<file path="config.mk">
export PLATFORM = sky130hd
export DESIGN_NAME = hwerr_capture
export DESIGN_NICKNAME = d
export VERILOG_FILES = /design/src/rtl/hwerr_pkg.sv /design/src/rtl/wb_reg_port.sv /design/src/rtl/err_select.sv /design/src/rtl/hwerr_capture.sv
export VERILOG_INCLUDE_DIRS = /design/src /design/src/rtl
export SDC_FILE = /design/constraint.sdc
export NUM_CORES = 1
export LEC_CHECK = 0
export BUFFER_PORTS_ARGS = -buffer_cell sky130_fd_sc_hd__buf_4
export CAP_MARGIN = 20
export CORE_AREA = 2 2 121 123
export DETAILED_ROUTE_END_ITERATION = 16
export DIE_AREA = 0 0 123 125
export GPL_ROUTABILITY_DRIVEN = 0
export PLACE_DENSITY_LB_ADDON = 0.25
export SYNTH_ARGS = -nofsm -noshare
export SYNTH_HDL_FRONTEND = slang
export SYNTH_SLANG_ARGS = --single-unit
</file>
<file path="constraint.sdc">
create_clock -name clk_i -period 2.6 [get_ports clk_i]
set_clock_uncertainty 0.05 [all_clocks]
set_input_delay 0.52 -clock clk_i [delete_from_list [all_inputs] [get_ports clk_i]]
set_output_delay 0.52 -clock clk_i [all_outputs]
set_load 0.03 [all_outputs]
</file>
<file path="src/rtl/hwerr_defs.svh">
/*
 * Constants for the hardware error capture block: register byte addresses,
 * status field positions, reset values and encodings.
 * Assumes it is included by bare name, once per compilation unit or more.
 */
`ifndef HWERR_DEFS_SVH
`define HWERR_DEFS_SVH

// ==========================================================================
// register byte addresses on the wishbone bus
`define FAIL_ADDR_OFS 32'h8000000c
`define FAIL_STAT_OFS 32'h80000010

// ==========================================================================
// status register field positions
`define STAT_EED_BIT 9
`define STAT_HED_BIT 8
`define STAT_TYPE_BIT 7
`define STAT_MOD_HI 6
`define STAT_MOD_LO 3
`define STAT_SIZE_HI 2
`define STAT_SIZE_LO 0
`define STAT_RSVD_W 22

// ==========================================================================
// reset values
`define FAIL_ADDR_RST 32'h00000000
`define STAT_FLAG_RST 1'h0
`define STAT_MOD_RST 4'h0
`define STAT_SIZE_RST 3'h0

// ==========================================================================
// failing module and access size encodings
`define MOD_CODE_INT_FLOAT 4'h0
`define MOD_CODE_PCI_INIT 4'h1
`define MOD_CODE_PCI_TGT 4'h2
`define MOD_CODE_DEBUG_COMM 4'h3
`define SIZE_CODE_BYTE 3'h0
`define SIZE_CODE_HALF 3'h1
`define SIZE_CODE_WORD 3'h2
`define SIZE_CODE_DOUBLE 3'h3

// ==========================================================================
// number of error sources feeding the capture logic
`define ERR_SRC_NUM 5

`endif

</file>
<file path="src/rtl/hwerr_pkg.sv">
/*
 * Types for the hardware error capture block: error records, source
 * indices, the wishbone request bundle and the register decode function.
 * Assumes hwerr_defs.svh is on the include path.
 */
`default_nettype none

`include "hwerr_defs.svh"

package hwerr_pkg;

    // ======================================================================
    // encodings
    typedef enum logic [3:0] {
        MOD_INTEGER_OR_FLOAT_UNIT = `MOD_CODE_INT_FLOAT,
        MOD_PCI_INITIATOR = `MOD_CODE_PCI_INIT,
        MOD_PCI_TARGET = `MOD_CODE_PCI_TGT,
        MOD_DEBUG_COMM = `MOD_CODE_DEBUG_COMM
    } fail_module_e;

    typedef enum logic [2:0] {
        SIZE_BYTE = `SIZE_CODE_BYTE,
        SIZE_HALF = `SIZE_CODE_HALF,
        SIZE_WORD = `SIZE_CODE_WORD,
        SIZE_DOUBLE = `SIZE_CODE_DOUBLE
    } fail_size_e;

    // source index; a lower index wins when several fire together
    typedef enum logic [2:0] {
        SRC_BUS_EXC = 3'h0,
        SRC_WRITE_PROT = 3'h1,
        SRC_EXT_EDAC = 3'h2,
        SRC_PCI_INIT = 3'h3,
        SRC_PCI_TGT = 3'h4
    } err_src_idx_e;

    typedef enum logic [1:0] {
        SEL_NONE = 2'h0,
        SEL_ADDR = 2'h1,
        SEL_STAT = 2'h2
    } reg_sel_e;

    // ======================================================================
    // carriers
    typedef struct packed {
        logic [31:0] addr;
        logic is_read;
        logic [3:0] mod_code;
        logic [2:0] size;
    } err_rec_s;

    typedef struct packed {
        logic valid;
        err_rec_s rec;
    } err_src_s;

    typedef struct packed {
        logic cyc;
        logic stb;
        logic we;
        logic [31:0] adr;
        logic [3:0] sel;
        logic [31:0] dat;
    } wb_req_s;

    // ======================================================================
    // full address decode, shared by the bus port and the read mux
    function automatic reg_sel_e decode_reg(input logic [31:0] adr);
        if (adr == `FAIL_ADDR_OFS) begin
            return SEL_ADDR;
        end else if (adr == `FAIL_STAT_OFS) begin
            return SEL_STAT;
        end
        return SEL_NONE;
    endfunction

endpackage

`default_nettype wire

</file>
<file path="src/rtl/wb_reg_port.sv">
/*
 * Classic wishbone slave front end: one wait state, then ack for one cycle.
 * Assumes the master holds its request until it sees ack and then drops
 * cyc/stb for at least one cycle.
 */
`default_nettype none

module wb_reg_port
    import hwerr_pkg::*;
(
    // clock and reset
    input wire logic clk_i,
    input wire logic rst_i,
    // bus request
    input wire wb_req_s req_i,
    // towards the register file
    output logic ack_o,
    output logic load_o,
    output logic wr_o,
    output reg_sel_e sel_o
);

    typedef struct packed {
        logic ack;
    } port_state_s;

    port_state_s s_r;
    port_state_s s_nxt;
    logic active;

    // ======================================================================
    // handshake
    assign active = req_i.cyc && req_i.stb;

    // ack drops the cycle after it rose, even if the master is slow to drop
    always_comb begin
        s_nxt = s_r;
        s_nxt.ack = active && !s_r.ack;
    end

    always_ff @(posedge clk_i) begin
        if (rst_i) begin
            s_r <= '0;
        end else begin
            s_r <= s_nxt;
        end
    end

    // read data is loaded in the wait cycle, writes land on the ack edge
    assign ack_o = s_r.ack;
    assign load_o = active && !s_r.ack;
    assign wr_o = active && req_i.we && s_r.ack;
    assign sel_o = decode_reg(req_i.adr);

endmodule

`default_nettype wire

</file>
<file path="src/rtl/err_select.sv">
/*
 * Fixed-priority selection among the hardware error sources; the lowest
 * source index wins. Purely combinational.
 * Assumes each source presents its record in the cycle its valid is high.
 */
`default_nettype none

module err_select
    import hwerr_pkg::*;
(
    // error sources
    input wire err_src_s [`ERR_SRC_NUM-1:0] src_i,
    // winning record
    output logic any_o,
    output err_rec_s rec_o
);

    logic [`ERR_SRC_NUM:0] blocked;
    logic [`ERR_SRC_NUM-1:0] won;

    // ======================================================================
    // priority chain
    assign blocked[0] = 1'b0;

    genvar i;
    generate
        for (i = 0; i < `ERR_SRC_NUM; i++) begin : g_prio
            assign won[i] = src_i[i].valid && !blocked[i];
            assign blocked[i+1] = blocked[i] || src_i[i].valid;
        end
    endgenerate

    // one-hot select of the winning record
    always_comb begin
        rec_o = '0;
        for (int k = 0; k < `ERR_SRC_NUM; k++) begin
            if (won[k]) begin
                rec_o = src_i[k].rec;
            end
        end
    end

    assign any_o = blocked[`ERR_SRC_NUM];

endmodule

`default_nettype wire

</file>
<file path="src/rtl/hwerr_capture.sv">
/*
 * Hardware error capture: failing access address register and failure
 * status register behind a classic wishbone slave.
 * Assumes error sources give one-cycle (or level) valid strobes with the
 * record alongside, on clk_i, and that software runs the bus.
 */
`default_nettype none

module hwerr_capture
    import hwerr_pkg::*;
(
    // clock and reset
    input wire logic clk_i,
    input wire logic rst_i,
    // wishbone slave
    input wire logic wb_cyc_i,
    input wire logic wb_stb_i,
    input wire logic wb_we_i,
    input wire logic [31:0] wb_adr_i,
    input wire logic [3:0] wb_sel_i,
    input wire logic [31:0] wb_dat_i,
    output logic [31:0] wb_dat_o,
    output logic wb_ack_o,
    // error sources
    input wire err_src_s [`ERR_SRC_NUM-1:0] err_src_i,
    input wire logic edac_corr_i,
    // flag levels for the rest of the chip
    output logic hw_err_o,
    output logic corr_err_o
);

    // ======================================================================
    // state
    typedef struct packed {
        logic [31:0] fail_addr;
        logic hed;
        logic eed;
        logic is_read;
        logic [3:0] mod_code;
        logic [2:0] size;
        logic [31:0] rdata;
    } cap_state_s;

    cap_state_s s_r;
    cap_state_s s_nxt;

    wb_req_s req;
    logic bus_load;
    logic bus_wr;
    reg_sel_e bus_sel;
    logic err_any;
    err_rec_s err_rec;

    // ======================================================================
    // helpers

    // apply only the enabled byte lanes of a write onto an old word
    function automatic logic [31:0] merge_lanes(
        input logic [31:0] old_w,
        input logic [31:0] new_w,
        input logic [3:0] sel
    );
        logic [31:0] res;
        res = old_w;
        for (int b = 0; b < 4; b++) begin
            if (sel[b]) begin
                res[b*8 +: 8] = new_w[b*8 +: 8];
            end
        end
        return res;
    endfunction

    // status image as software sees it; upper bits stay zero
    function automatic logic [31:0] stat_image(input cap_state_s st);
        return {{`STAT_RSVD_W{1'b0}}, st.eed, st.hed,
                st.is_read, st.mod_code, st.size};
    endfunction

    // ======================================================================
    // bus front end
    assign req.cyc = wb_cyc_i;
    assign req.stb = wb_stb_i;
    assign req.we = wb_we_i;
    assign req.adr = wb_adr_i;
    assign req.sel = wb_sel_i;
    assign req.dat = wb_dat_i;

    wb_reg_port u_port (
        .clk_i(clk_i),
        .rst_i(rst_i),
        .req_i(req),
        .ack_o(wb_ack_o),
        .load_o(bus_load),
        .wr_o(bus_wr),
        .sel_o(bus_sel)
    );

    // ======================================================================
    // error source priority
    err_select u_select (
        .src_i(err_src_i),
        .any_o(err_any),
        .rec_o(err_rec)
    );

    // ======================================================================
    // next state
    // software effects are worked out first, hardware events last, so an
    // event in the same cycle as a clear always wins
    always_comb begin
        logic [31:0] img;
        img = '0;
        s_nxt = s_r;

        // address writes only count while a capture is held
        if (bus_wr && bus_sel == SEL_ADDR && s_r.hed) begin
            s_nxt.fail_addr = merge_lanes(s_r.fail_addr, req.dat, req.sel);
        end

        if (bus_wr && bus_sel == SEL_STAT) begin
            img = merge_lanes(stat_image(s_r), req.dat, req.sel);
            // field writes are discarded unless a capture is held
            if (s_r.hed) begin
                s_nxt.is_read = img[`STAT_TYPE_BIT];
                s_nxt.mod_code = img[`STAT_MOD_HI:`STAT_MOD_LO];
                s_nxt.size = img[`STAT_SIZE_HI:`STAT_SIZE_LO];
            end
            // a zero clears a flag; writing one leaves it as it is
            if (!img[`STAT_EED_BIT]) begin
                s_nxt.eed = 1'b0;
            end
            if (!img[`STAT_HED_BIT]) begin
                s_nxt.hed = 1'b0;
            end
        end

        // correctable memory errors are recorded regardless of hed
        if (edac_corr_i) begin
            s_nxt.eed = 1'b1;
        end

        // capture only when no earlier capture survives this cycle
        if (err_any && !s_nxt.hed) begin
            s_nxt.hed = 1'b1;
            s_nxt.fail_addr = err_rec.addr;
            s_nxt.is_read = err_rec.is_read;
            s_nxt.mod_code = err_rec.mod_code;
            s_nxt.size = err_rec.size;
        end

        // read data is sampled in the wait cycle, before any write lands;
        // fields show last capture even when hed is clear
        if (bus_load) begin
            unique case (bus_sel)
                SEL_ADDR: s_nxt.rdata = s_r.fail_addr;
                SEL_STAT: s_nxt.rdata = stat_image(s_r);
                SEL_NONE: s_nxt.rdata = '0;
            endcase
        end
    end

    // ======================================================================
    // registers
    always_ff @(posedge clk_i) begin
        if (rst_i) begin
            s_r.fail_addr <= `FAIL_ADDR_RST;
            s_r.hed <= `STAT_FLAG_RST;
            s_r.eed <= `STAT_FLAG_RST;
            s_r.is_read <= `STAT_FLAG_RST;
            s_r.mod_code <= `STAT_MOD_RST;
            s_r.size <= `STAT_SIZE_RST;
            s_r.rdata <= '0;
        end else begin
            s_r <= s_nxt;
        end
    end

    // ======================================================================
    // outputs, all from flip-flops
    assign wb_dat_o = s_r.rdata;
    assign hw_err_o = s_r.hed;
    assign corr_err_o = s_r.eed;

endmodule

`default_nettype wire

</file>
# Word level (Yosys, flattened, before mapping)
# Cells that the tools add are included.
# op_classes
n_mul,0
n_div,0
muxes,25
n_addsub,0
n_eq_ne,5
shift,0
bitwise,0
reduce_logical,37
n_lt_le_gt_ge,0
# op_table
operator,count
two-way mux 40 bit,5
one-hot mux 32 bit (3 select lines),1
"== test 32 bit, second input constant",2
two-way mux 8 bit,6
two-way mux 33 bit,1
two-way mux 32 bit,1
nonzero test 2 bit,8
logical AND 1 bit,12
two-way mux 10 bit,1
two-way mux 2 bit,5
AND reduction 2 bit,5
zero test 1 bit,6
two-way mux 1 bit,5
logical OR 1 bit,4
AND reduction 3 bit,1
"== test 2 x 1 -> 1 bit, second input constant",1
"== test 2 bit, second input constant",1
zero test 2 bit,1
"!= test 2 bit, second input constant",1
# totals
latch_bits,0
regBits,75
word_cells,78
n_memories,0
romBits,0
ram_bits,0
inputBits,279
out_inout_bits,35

# Depth between registers and ports, before layout
# Gate-level depths: netlist (run 1).
# depth
word_depth,13
ltp_mapped,9
ltp_nobuf,5

# Cells and area by module
# From an unflattened synthesis (run 1), not the netlist that was laid out.
# unflattened
hier_cells,682
hier_area_um2,5738.0
# by_module_without_submodules
mod,cells_per_inst,seq_area_each_um2,instances,area_each_um2
hwerr_capture,414,1481.4,1,3492.1
err_select,247,0.0,1,2090.8
wb_reg_port,21,20.0,1,155.1

# Worst setup path before layout (run 1)
# No wires, ideal clock.
# synth_path
kind,input -> register
start,input wb_adr_i[22]
end,register s_r[42] (netlist name)
n_path_buf,3
required_time_ps,2411
path_stages,8
setup_ps,139
setup_slack_ps,168
arrival_ps,2243
path_cell_list,nor4_2 nand4_1 buf_4 o41a_1 buf_2 buf_2 nor4_1 a211oi_1
# synth_via
elab_chain_cells,11
elab_cells_between_ends,18
classes_between,eq/ne: 4; mux: 6; reduce/logical: 8
# synth_lines
element,line_no,text
from (decl),hwerr_capture.sv:19,"input wire logic [31:0] wb_adr_i,"
== test 32 bit (no source line),-,
two-way mux 1 bit,hwerr_pkg.sv:71,end else if (adr == `FAIL_STAT_OFS) begin
two-way mux 1 bit,hwerr_pkg.sv:69,if (adr == `FAIL_ADDR_OFS) begin
two-way mux 2 bit *,hwerr_pkg.sv:74,return SEL_NONE;
== test 2 bit,hwerr_capture.sv:120,if (bus_wr && bus_sel == SEL_STAT) begin
logical AND 1 bit,hwerr_capture.sv:120,
two-way mux 10 bit,hwerr_capture.sv:120,
zero test 1 bit,hwerr_capture.sv:143,if (err_any && !s_nxt.hed) begin
logical AND 1 bit,hwerr_capture.sv:143,
nonzero test 2 bit (no source line),-,
AND reduction 2 bit (no source line),-,
to (signal assigned),hwerr_capture.sv:174,s_r <= s_nxt;
to (decl),hwerr_capture.sv:44,cap_state_s s_r;
# Every way passes the cells marked *; elsewhere a longest branch is shown, timed or not. The select of a mux whose other input is x is not followed.
# A chain may end at the register's enable or synchronous reset.

# Final worst setup path (run 1)
# layout_path
start,input wb_adr_i[14]
end,register s_r[62] (netlist name)
# The elaborated chain is that of the path after synthesis.

==> flow_summary.yaml, run 1 <==
cts:
  post_cts_hold_buffer_count: 0
  number_of_buffers_added_by_the_clock_tree_synthesis_step: 9
  cts-root-to-sink-buffers: 2
  htree_levels: 3
  clock_latency_of_the_later_clocked_register_in_the_worst_skew_pair_ns: 0.33
  tritoncts: "yes"
  cts_post_setup_buffers_inserted: 0
  cts-resized-gates: 0
  cts.sink_count: 75
  clock-root-buffer: "clkbuf_16"
  worst_setup_hold_path_clk_slew_ns: 0.05
global_route:
  residual_overflow_from_global_routing: 0
  initial_antenna_violation_count: 0
  grt_max_degree: 62
  grt_usage_pct: 27.3
  grt_first_pass_wirelength_um: 32900
  grt_pass1_vias: 6236
power:
  vdd_ir_drop_max_mv: 0.296
  power_per_cell_area_nw_per_um2: 398
  static-leakage-power_nw: 3.31
  report.power.total_mw: 3.10
hold_path:
  hp-class: "input pin to flip-flop"
die:
  die_area_um2: 15400
  floorplan.die.height_um: 125
  starting_density_of_the_core_pct: 35.6
  floorplan.io_pins: 314
  rows: 44
  floorplan.core_area_um2: 14200
  fp.dieW_um: 123
sta:
  layout_min_cycle_time_ns: 2.43
  finalCritPeriodShare_pct: 93.3
  total_setup_violations_reported_at_the_end_of_the_flow: 0
  totalNegativeSetupSlack_ns: 0
  maxClockFrequency_ghz: 0.412
  rsz0062_at_grt: "no"
  timing_hold_violations_final: 0
  tightest_hold_margin_ns: 0.387
  worst_pin_slew_ns: 0.690
  slew-limit-headroom_pct: 54.0
  drv_slew: 0
critical_path:
  startpoint_type: "input pin"
  worstPathRequired_ns: 2.76
  max_fanout_on_critical_path: 29
  critical_path_class: "input pin to flip-flop"
  endpoint_kind: "flip-flop"
  cp_data_arrival_time_ns: 2.58
route:
  route.detailed.drc: 0
  route.vias.total: 6113
  via_per_inst: 5.78
  drt_first_pass_iters: 5
  routedWlPerCell_um: 20.3
  ant_nets: 0
  postRouteWirelength_um: 21500
  drt-initial-drc-count: 493
synthesis:
  post_synth_main_area_contributors: "dfxtp_1 30%, a22oi_1 9.5%, buf_4 5.0%, mux2i_1 4.0%, a221oi_1 3.6%"
  post-synth-top-count-cell: "dfxtp_1"
  ys_seq_area_share_pct: 29.7
  synth.cell_area_um2: 5050
  ys_ff_latch: 75
  syn-mean-instance-area_um2: 8.40
  synth_top_flop_cell: "dfxtp_1"
  synth_enable_flop_cells: 0
  net_count_synth: 881
  post-synth-top-area-fraction_pct: 29.7
  synth_common_cells: "75 x dfxtp_1, 64 x a22oi_1, 46 x clkbuf_1"
  ys_async_sr_fraction_pct: 0
  netlist.top_cell.by_area: "dfxtp_1"
  synth_cell_types: 48
  synth.yosys.warnings: 0
  post_synth_inst_count: 602
placement:
  portBuffers: 313
  place_hpwl_um: 17400
  placedInstanceArea_um2: 7540
layout:
  fraction_of_final_layout_cells_with_drive_strength_greater_than_1_pct: 45.3
  area_growth_pct: 54.1
  antenna-diode-count: 0
  filler_cell_count: 1337
  non_filler_cell_area_final_um2: 7790
  num-nets-final: 1151
run:
  maxCapViolations: 0
status:
  status: "finished clean"
==> where the power goes <==
part | leakage [nW] | internal (mW) | switching [mW]
clock | 0.122 | 0.656 | 0.434
sequential | 0.615 | 1.20 | 0.0374
combinational | 2.57 | 0.439 | 0.332
==> through the flow <==
step / instances / worst slack, ns / util, %
3_5_place_dp: 1045 / -0.145 / 53.1
6_report: 1058 / 0.175 / 54.9
4_1_cts: 1058 / 0.197 / 54.8
2_1_floorplan: 602 / 0.168 / -
5_1_grt: 1058 / 0.0179 / 54.9
3_3_place_gp: 1045 / -0.0983 / 53.1
==> state kept, by name (all words and copies together) (netlist names) <==
register	count
hw_err_o	1
corr_err_o	1
s_r	40
wb_dat_o	32
u_port.ack_o	1
==> cells by family after synthesis <==
| kind of cell | count (synthesis) | share of synthesized area (%) |
|---|---|---|
| compound gates | 233 | 36.8 |
| simple gates | 171 | 18.9 |
| buf+inv | 103 | 10.6 |
| flops | 75 | 29.7 |
| mux | 20 | 3.96 |
==> routing by layer <==
metal  part of all wire (%)  GRT usage, %
met1                     42          35.5
met2                     48          45.6
met3                    7.0          4.61
met4                    3.1          9.09
met5                      0             0
==> area by class of cell <==
cell class / count / area, µm² / share of cell area [%]
multi-input combinational: 424 / 3050 / 39.1
clock buffer: 13 / 250 / 3.21
timing repair buffer: 357 / 2740 / 35.2
sequential: 75 / 1500 / 19.3
tap: 184 / 230 / 2.95
inverter: 5 / 18.8 / 0.241
==> worst max-delay path, stage by stage <==
cell and delay (ns):
buf_4 0.11, nor4_2 0.33, nand4_2 0.21, o41a_1 0.51, buf_12 0.19, nor4_1 0.46
buf_4 0.20, a2111oi_2 0.04
==> layout by cell type (no fill, tap or decap), drive strengths merged, types with 19 or more instances in the layout <==
cell,instances
buf,357
o21ai,26
a211oi,24
nor4,36
a221oi,21
nor2,43
a22oi,64
o211ai,19
nand2,44
dfxtp,75
mux2i,20
==> worst paths after layout <==
check               startpoint     endpoint  slack, ns  depth (start not counted)
setup / recovery  wb_adr_i[14]      s_r[62]       0.17                          8
hold / removal     edac_corr_i   corr_err_o       0.39                          3
hold reg to reg    wb_dat_o[1]  wb_dat_o[1]       0.44                          2
setup reg to reg  u_port.ack_o      s_r[62]       0.34                          7
Note: power is estimated with default switching activity, not from simulation.
==> run 2, diff against run 1 <==
CORE_AREA = unset   (was 2 2 121 123)
CORE_ASPECT_RATIO = 0.9   (was unset)
CORE_MARGIN = 3   (was unset)
CORE_UTILIZATION = 39   (was unset)
DIE_AREA = unset   (was 0 0 123 125)
==> flow_summary.yaml, run 2 (synthesis results as in run 1) <==
critical_path:
  worstPathRequired_ns: 2.72
  cp_data_arrival_time_ns: 2.54
  critPathMaxStageDelay_ns: 0.48
  path_cells: "buf_4, nor4_2, nand4_1, o41a_1, buf_12, nor4_1, buf_4, a211oi_1"
  r2r_cells: 7
  regToRegStartpoint: "u_port.ack_o"
  max_fanout_on_critical_path: 29
  critical_path_class: "input pin to flip-flop"
  crit_start: "wb_adr_i[26]"
  endpoint_kind: "flip-flop"
  cpMostUsedCell: "buf_4"
  startpoint_type: "input pin"
  endpoint_of_the_most_critical_setup_path: "s_r[60]"
  worst_r2r_endpoint: "s_r[60]"
  worst-r2r-setup-slack_ns: 0.39
  worst_path_max_delay_cell: "nor4_1"
cts:
  clock-root-buffer: "clkbuf_16"
  clock_latency_of_the_later_clocked_register_in_the_worst_skew_pair_ns: 0.33
  cts_post_setup_buffers_inserted: 0
  tritoncts: "yes"
  post_cts_hold_buffer_count: 0
  worst_setup_hold_path_clk_slew_ns: 0.06
  htree_levels: 3
  cts-root-to-sink-buffers: 2
  cts.sink_count: 75
  number_of_buffers_added_by_the_clock_tree_synthesis_step: 9
  cts-resized-gates: 0
power:
  report.power.total_mw: 3.33
  power_per_cell_area_nw_per_um2: 426
  static-leakage-power_nw: 3.33
  vdd_ir_drop_max_mv: 0.315
route:
  wl_met3_um: 1950
  via_per_inst: 5.93
  maxUsedRoutingLayer: "met4"
  route.vias.total: 6128
  routedWlPerCell_um: 20.9
  ant_nets: 0
  dr_wl_met2_um: 10600
  drt-initial-drc-count: 774
  route.detailed.drc: 0
  postRouteWirelength_um: 21600
  drt_first_pass_iters: 5
  detail_route.wirelength.met1_um: 8570
global_route:
  grt_first_pass_wirelength_um: 32300
  grt_usage_pct: 28.3
  initial_antenna_violation_count: 0
  grt_max_degree: 82
  residual_overflow_from_global_routing: 0
  grt_pass1_vias: 5998
layout:
  post_layout_nonfiller_instances: 1034
  largest_register_ffs: 40
  non_filler_cell_area_final_um2: 7810
  reg_with_most_ffs: "s_r"
  layout.cells.most_common: "buf_4"
  most-common-layout-cells: "348 x buf_4, 75 x dfxtp_1, 64 x a22oi_1"
  antenna-diode-count: 0
  area_growth_pct: 54.6
  num-nets-final: 1148
  finish.utilization_pct: 63.2
  fraction_of_final_layout_cells_with_drive_strength_greater_than_1_pct: 45.4
sta:
  rsz0062_at_grt: "no"
  drv_slew: 0
  worst_slack_ns: 0.182
  timing_hold_violations_final: 0
  slew-limit-headroom_pct: 44.2
  finalCritPeriodShare_pct: 93.0
  maxClockFrequency_ghz: 0.414
  tightest_hold_margin_ns: 0.390
  layout_min_cycle_time_ns: 2.42
  worst_pin_slew_ns: 0.837
  totalNegativeSetupSlack_ns: 0
  total_setup_violations_reported_at_the_end_of_the_flow: 0
placement:
  pre_cts_slack_ns: -0.200
  post-place-cells: 1018
  place_hpwl_um: 17000
  placedInstanceArea_um2: 7490
  portBuffers: 313
run:
  maxCapViolations: 0
die:
  floorplan.die.height_um: 114
  die_area_um2: 14400
  floorplan.core_area_um2: 12400
  fp.dieW_um: 126
  rows: 38
  floorplan.io_pins: 314
  starting_density_of_the_core_pct: 40.9
hold_path:
  hp-class: "input pin to flip-flop"
status:
  status: "finished clean"
-- run 2: how the worst min path moves through the flow --
stage | startpoint | to | slack (ns) | cells past startpoint
detailed placement | s_r[39] | s_r[39] | 0.43 | 2
global placement | wb_dat_o[9] | wb_dat_o[9] | 0.42 | 2
floorplan | wb_dat_o[0] | wb_dat_o[0] | 0.41 | 2
finish | edac_corr_i | corr_err_o | 0.39 | 3
global route | edac_corr_i | corr_err_o | 0.41 | 3
CTS | edac_corr_i | corr_err_o | 0.39 | 3
-- run 2: routing by layer --
metal	track usage, %	vias to the layer above
li1	-	2880
met1	37.3	2884
met2	47.9	327
met3	4.63	37
met4	8.22	0
met5	0	-
-- run 2: report_power, final --
group	switching, mW	total (mW)	internal, mW
clock network	0.480	1.32	0.842
logic	0.331	0.772	0.441
registers	0.0340	1.24	1.20
-- run 2: final cells by class --
cell class | count | area, µm²
Clock buffer | 10 | 229
Clock inverter | 6 | 90.1
Fill cell | 1080 | 4550
Inverter | 5 | 18.8
Multi-Input combinational cell | 424 | 3040
Sequential cell | 75 | 1500
Tap cell | 160 | 200
Timing Repair Buffer | 354 | 2730
-- run 2: critical path, delay by kind of cell --
kind,cells,cell delay (ns)
AO/OA/AOI/OAI,2,0.51
buffers and inverters,3,0.49
AND/OR/NAND/NOR,3,1.00
